<file path="src/design/dpd_pkg.sv">
// Constants and carrier types for the deep power-down command block
package dpd_pkg;
    // Command opcodes
    localparam logic [7:0] DPD_OP_ENTER = 8'hb9;
    localparam logic [7:0] DPD_OP_EXIT = 8'hab;
    localparam logic [7:0] DPD_OP_STATUS = 8'h05;
    localparam logic [7:0] DPD_OP_TABLE = 8'h5a;
    // Status layout
    localparam int DPD_BUSY_BIT = 0;
    // Exit delay
    localparam int DPD_CLK_HZ = 10_000_000;
    localparam int DPD_EXIT_US = 30;
    localparam int DPD_EXIT_CYC = (DPD_EXIT_US * DPD_CLK_HZ + 999_999) / 1_000_000;
    // Parameter doubleword fields
    localparam logic [6:0] DPD_TBL_BASE = 7'h34;
    localparam logic [6:0] DPD_TBL_LAST = 7'h37;
    localparam logic [0:0] DPD_FLD_UNSUP = 1'h0;
    localparam logic [1:0] DPD_FLD_UNIT = 2'h1;
    localparam logic [4:0] DPD_FLD_COUNT = 5'h1d;
    localparam logic [3:0] DPD_FLD_RES_HI = 4'hf;
    localparam logic [1:0] DPD_FLD_POLL = 2'h1;
    localparam logic [1:0] DPD_FLD_RES_LO = 2'h3;
    localparam logic [31:0] DPD_DWORD = {DPD_FLD_UNSUP, DPD_OP_ENTER, DPD_OP_EXIT,
        DPD_FLD_UNIT, DPD_FLD_COUNT, DPD_FLD_RES_HI, DPD_FLD_POLL, DPD_FLD_RES_LO};
    localparam logic [7:0] DPD_READ_NONE = 8'hff;

    // Command request from the serial front end
    typedef struct packed {
        logic valid;
        logic [7:0] opcode;
        logic [6:0] addr;
    } dpd_cmd_type;

    // Answer byte to the serial front end
    typedef struct packed {
        logic valid;
        logic [7:0] data;
    } dpd_resp_type;
endpackage

</file>
<file path="src/design/dpd_core.sv">
// Deep power-down command interpreter with busy status and table read
`timescale 1ns/100ps
module dpd_core #(
    parameter int EXIT_CYC = dpd_pkg::DPD_EXIT_CYC
) (
    // Clock and reset
    input wire logic clk_sys_i,
    input wire logic reset_n_i,
    // Decoded command from serial front end
    input wire dpd_pkg::dpd_cmd_type cmd_i,
    // Array operation in progress from the core
    input wire logic array_busy_i,
    // Answer byte
    output dpd_pkg::dpd_resp_type resp_o,
    // Status outputs
    output logic powered_down_o,
    output logic waking_o,
    output logic cmd_accept_o
);
    // Width of the exit delay counter, sized from the delay itself
    localparam int WAIT_W = $clog2(EXIT_CYC + 1);

    // Power states: awake, powered down, and the exit delay
    typedef enum logic [1:0] {
        ST_ACTIVE,
        ST_DEEP,
        ST_WAKE
    } dpd_state_type;

    // Power state group
    dpd_state_type state_r;
    dpd_state_type state_nxt;

    // Exit delay counter group
    logic [WAIT_W-1:0] wait_r;
    logic [WAIT_W-1:0] wait_nxt;

    // Answer group
    dpd_pkg::dpd_resp_type resp_r;
    dpd_pkg::dpd_resp_type resp_nxt;
    logic accept_r;
    logic accept_nxt;

    // Level output group
    logic powered_down_r;
    logic powered_down_nxt;
    logic waking_r;
    logic waking_nxt;

    // Decoded command strobes
    logic take_any;
    logic take_enter;
    logic take_exit;
    logic take_status;
    logic take_table;

    // Table window helpers and the exit delay done flag
    logic in_table;
    logic wake_done;
    logic [1:0] lane;
    logic [7:0] table_byte;
    logic [31:0] dword;

    // Opcode decode, gated by the power state
    always_comb begin
        take_any = 1'b0;
        take_enter = 1'b0;
        take_exit = 1'b0;
        take_status = 1'b0;
        take_table = 1'b0;
        unique case (state_r)
            ST_ACTIVE: begin
                // Every opcode is taken while awake
                take_any = cmd_i.valid;
                take_enter = cmd_i.valid &&
                    (cmd_i.opcode == dpd_pkg::DPD_OP_ENTER);
                take_status = cmd_i.valid &&
                    (cmd_i.opcode == dpd_pkg::DPD_OP_STATUS);
                take_table = cmd_i.valid &&
                    (cmd_i.opcode == dpd_pkg::DPD_OP_TABLE);
            end
            ST_DEEP: begin
                // Only the exit opcode gets through
                take_exit = cmd_i.valid &&
                    (cmd_i.opcode == dpd_pkg::DPD_OP_EXIT);
                take_any = take_exit;
            end
            ST_WAKE: begin
                // Nothing is taken during the exit delay
                take_any = 1'b0;
            end
            default: begin
                // Illegal state code takes nothing
                take_any = 1'b0;
            end
        endcase
    end

    // Table window and byte lane
    assign dword = dpd_pkg::DPD_DWORD;
    assign lane = cmd_i.addr[1:0];
    assign in_table = (cmd_i.addr >= dpd_pkg::DPD_TBL_BASE) &&
        (cmd_i.addr <= dpd_pkg::DPD_TBL_LAST);

    // Exit delay countdown, loaded by the exit opcode
    always_comb begin
        wait_nxt = wait_r;
        wake_done = (wait_r == '0);
        if (take_exit) begin
            wait_nxt = WAIT_W'(EXIT_CYC - 1);
        end else if (state_r == ST_WAKE && !wake_done) begin
            wait_nxt = wait_r - WAIT_W'(1);
        end
    end

    // Power state transitions
    always_comb begin
        state_nxt = state_r;
        unique case (state_r)
            ST_ACTIVE: begin
                if (take_enter) begin
                    state_nxt = ST_DEEP;
                end
            end
            ST_DEEP: begin
                if (take_exit) begin
                    state_nxt = ST_WAKE;
                end
            end
            ST_WAKE: begin
                // Decoding resumes once the delay has run out
                if (wake_done) begin
                    state_nxt = ST_ACTIVE;
                end
            end
            default: begin
                // Illegal code falls back to awake
                state_nxt = ST_ACTIVE;
            end
        endcase
    end

    // Answer byte and accept pulse
    always_comb begin
        resp_nxt = '{valid: 1'b0, data: 8'h00};
        accept_nxt = take_any;
        table_byte = dword[lane*$bits(table_byte) +: $bits(table_byte)];
        if (take_status) begin
            // Only the busy bit is set, the rest read zero
            resp_nxt.valid = 1'b1;
            resp_nxt.data[dpd_pkg::DPD_BUSY_BIT] = array_busy_i;
        end else if (take_table) begin
            resp_nxt.valid = 1'b1;
            if (in_table) begin
                resp_nxt.data = table_byte;
            end else begin
                // Outside the window the table reads erased
                resp_nxt.data = dpd_pkg::DPD_READ_NONE;
            end
        end
    end

    // Level outputs follow the next state, so they change with it
    always_comb begin
        powered_down_nxt = (state_nxt == ST_DEEP);
        waking_nxt = (state_nxt == ST_WAKE);
    end

    // Power state register
    always_ff @(posedge clk_sys_i or negedge reset_n_i) begin
        if (!reset_n_i) begin
            state_r <= ST_ACTIVE;
        end else begin
            state_r <= state_nxt;
        end
    end

    // Exit delay counter register
    always_ff @(posedge clk_sys_i or negedge reset_n_i) begin
        if (!reset_n_i) begin
            wait_r <= '0;
        end else begin
            wait_r <= wait_nxt;
        end
    end

    // Answer registers
    always_ff @(posedge clk_sys_i or negedge reset_n_i) begin
        if (!reset_n_i) begin
            resp_r <= '0;
            accept_r <= 1'b0;
        end else begin
            resp_r <= resp_nxt;
            accept_r <= accept_nxt;
        end
    end

    // Level output registers
    always_ff @(posedge clk_sys_i or negedge reset_n_i) begin
        if (!reset_n_i) begin
            powered_down_r <= 1'b0;
            waking_r <= 1'b0;
        end else begin
            powered_down_r <= powered_down_nxt;
            waking_r <= waking_nxt;
        end
    end

    // Outputs straight from their flip-flops
    assign resp_o = resp_r;
    assign cmd_accept_o = accept_r;
    assign powered_down_o = powered_down_r;
    assign waking_o = waking_r;
endmodule

</file>
<file path="config.mk">
export PLATFORM = sky130hd
export DESIGN_NAME = dpd_core
export DESIGN_NICKNAME = d
export VERILOG_FILES = /design/src/design/dpd_pkg.sv /design/src/design/dpd_core.sv
export SDC_FILE = /design/constraint.sdc
export NUM_CORES = 1
export LEC_CHECK = 0
export ABC_AREA = 1
export BUFFER_PORTS_ARGS = -buffer_cell sky130_fd_sc_hd__buf_4
export CAP_MARGIN = 10
export CORE_MARGIN = 10
export CORE_UTILIZATION = 41
export DETAILED_ROUTE_END_ITERATION = 10
export PLACE_DENSITY_LB_ADDON = 0.25
export SETUP_SLACK_MARGIN = 0.2
export SLEW_MARGIN = 5
export SYNTH_ARGS = -nofsm -noshare
export SYNTH_HDL_FRONTEND = slang
export SYNTH_SLANG_ARGS = --single-unit
</file>
<file path="constraint.sdc">
create_clock -name clk_sys_i -period 3.8 [get_ports clk_sys_i]
set_input_delay 0.76 -clock clk_sys_i [delete_from_list [all_inputs] [get_ports clk_sys_i]]
set_output_delay 0.76 -clock clk_sys_i [all_outputs]
set_load 0.03 [all_outputs]
</file>
==> reports/metrics.cfg <==
[yosys]
synth_top_cell_by_area=dfrtp_1
syn_inst=154
synth_nets=174
syn_avg_cell_area_um2=7.848
synth_edf_count=0
synth_top_family_by_area=simple AND/OR/NAND/NOR gates
synthMuxAreaShare=0
ys_ff_latch=22
yosysMostFrequentCell=nand2_1
synthAdderAreaFrac=0.01035
synth_compound_area_frac=0.01139
synth_flop_cell=dfrtp_1
yosys_warnings=0
netlist_area_um2=1209
synth-async-reset-ratio=1.000
ys_types=23
netlist_top_cells_count=nand2_1 (41), dfrtp_1 (22), inv_1 (22)
synth-simple-area-share=0.4224
synth_top_area_frac=0.4555
synth_area_leaders=dfrtp_1 (46%), nand2_1 (13%), nand3_1 (8.3%), inv_1 (6.8%), nor2_1 (5.9%)
synth-seq-area-share=0.4555
synth-xor-area-share=0.02174

[placed_design]
dp_hpwl_mm=2.122
io_buffers=30
placed_area_um2=1460
gp_congestion=0.8340

[clock_network]
htreeDepth=1
cts-root-buf=clkbuf_4
postCtsResizedCells=0
post_cts_buffers=0
cts_sinks=22
clkSlewWorstSetupHoldPaths_ps=120
worstSkewPairLatency_ps=300
cts_buffer_depth=2
cts_tree=yes
cts_inserted_buffers=3
cts_hold_buf=0

[timing]
min_period_ps=1638
finalSetupTns_ps=0
relSlewSlack=0.7582
setup_viol=0
worst_slew_pin_slew_ps=361.9
slew_viol_final=0
finalHoldViolCount=0
finClkSkew_ps=4.605
rsz0062_at_grt=no
period_share=0.4310
fmax_mhz=610.5

[outcome]
status=completed

[die]
chipHeight_um=74.30
pin_count=31
design.core.area_um2=2781
num_rows=19
dieArea_um2=5520
die_w_um=74.30
start_util=0.4345

[hold_path]
min_path_type=input port to async pin

[worst_setup_path]
reg2reg_slack_ps=2260
cp-end-kind=primary output
critPathCapture=resp_o[2]
path_buf_inv=1
critPathKind=register to primary output
cpPeakStageDelay_ps=400
reg2reg_depth=9
r2r_start=wait_r[0]
cp.depth=1
cp_cell_sequence=buf_4
crit_arrival_ps=880
cp.required_ps=3040
worstSetupStartpointType=register
slowest_stage=dfrtp_1
r2r_end=wait_r[3]
cp_max_fo=2
cp_top_family=flip-flops
crit_start=resp_o[4]

[cells_and_area]
design_area_um2=1513
num-nets-final=207
final_util=0.5439
layout-drive-gt1-share=0.2366
syn2layout_area_growth_pct=25.16
antenna_cells=0

[detailed_routing]
drt_iter0_drc=65
routedWlPerCell_um=12.07
drt_first_pass_iters=4
via_per_inst=4.843
wl_mm=2.619
ant_nets=0
drc=0
vias=1051

[grt]
grtUsageTotal=0.1004
grt_first_pass_wirelength_mm=4.519
grt_overflow_total=0
grt_pass1_vias=1007
grt_max_degree=23
antenna_found_initial=0

[power_and_ir_drop]
p_sw_w=0.00008568
cellLeakagePower_nw=0.8702
ir_drop_mv=0.1822
power.internal_w=0.0003553
swShare=0.1943
clkPwrFrac=0.403
seq_power_share=0.531
power_density_nw_per_um2=291.5
comb_power_share=0.067

[run]
cap_violations=0

[kinds of logic after synthesis]
| family | after synthesis |
|---|---|
| AND/OR/NAND/NOR | 102 |
| AO/OA/AOI/OAI | 2 |
| flip-flops | 22 |
| adder cells (fa/ha/maj) | 1 |
| buffers and inverters | 24 |
| XOR/XNOR | 3 |
[layout by cell type, fill, tap and decap left out, drive strengths merged, types with 2 or more instances in the layout]
cell type	count
nand3	20
dfrtp	22
nor3	5
nand4	5
nand3b	3
buf	30
nand2	45
inv	22
xor2	2
clkbuf	3
nor2	22
[worst min path at each step]
stage	cells after the start	from	endpoint	slack, ps
detailed placement	2	wait_r[0]	wait_r[0]	490
finish	1	reset_n_i	resp_o[6]	310
floorplan	0	reset_n_i	cmd_accept_o	460
global placement	2	wait_r[0]	wait_r[0]	490
CTS	1	reset_n_i	resp_o[3]	320
global route	1	reset_n_i	resp_o[6]	320
[stage by stage]
stage / hold slack, ps / power, W / setup slack, ps / std cells
floorplan: 464.4 / 0.0002458 / 2206 / 154
global placement: 485.6 / 0.0002675 / 1952 / 213
global route: 320.1 / 0.0004587 / 2111 / 217
CTS: 317.8 / 0.0004465 / 2143 / 217
finish: 311.8 / 0.0004410 / 2162 / 217
detailed placement: 485.7 / 0.0002686 / 1908 / 213
[power groups by stage]
| stage | Combinational [W] | Sequential (W) | Clock [W] |
|---|---|---|---|
| after floorplan | 0.00000722 | 0.000239 | 0 |
| after global placement | 0.0000289 | 0.000239 | 0 |
| after CTS | 0.0000301 | 0.000234 | 0.000182 |
| after detailed placement | 0.0000301 | 0.000239 | 0 |
| after global routing | 0.0000333 | 0.000234 | 0.000191 |
| final | 0.0000294 | 0.000234 | 0.000178 |
[layer usage]
layer,part of all wire,track usage
met1,0.47,0.1331
met2,0.48,0.1591
met3,0.035,0.01463
met4,0.013,0.04268
met5,0,0
[state kept, by name, summed over array words and instances, names as in the netlist]
register	cells
wait_r	9
resp_o	8
state_r	2
cmd_accept_o	1
powered_down_o	1
waking_o	1
[layout make-up]
type / count / area [um^2]
Fill cell: 264 / 1269
Multi-Input combinational cell: 108 / 563.0
Sequential cell: 22 / 550.5
Timing Repair Buffer: 30 / 225.2
Inverter: 22 / 82.58
Tap cell: 31 / 38.79
Clock inverter: 1 / 30.03
Clock buffer: 3 / 22.52
(Power assumes the default switching activity.)
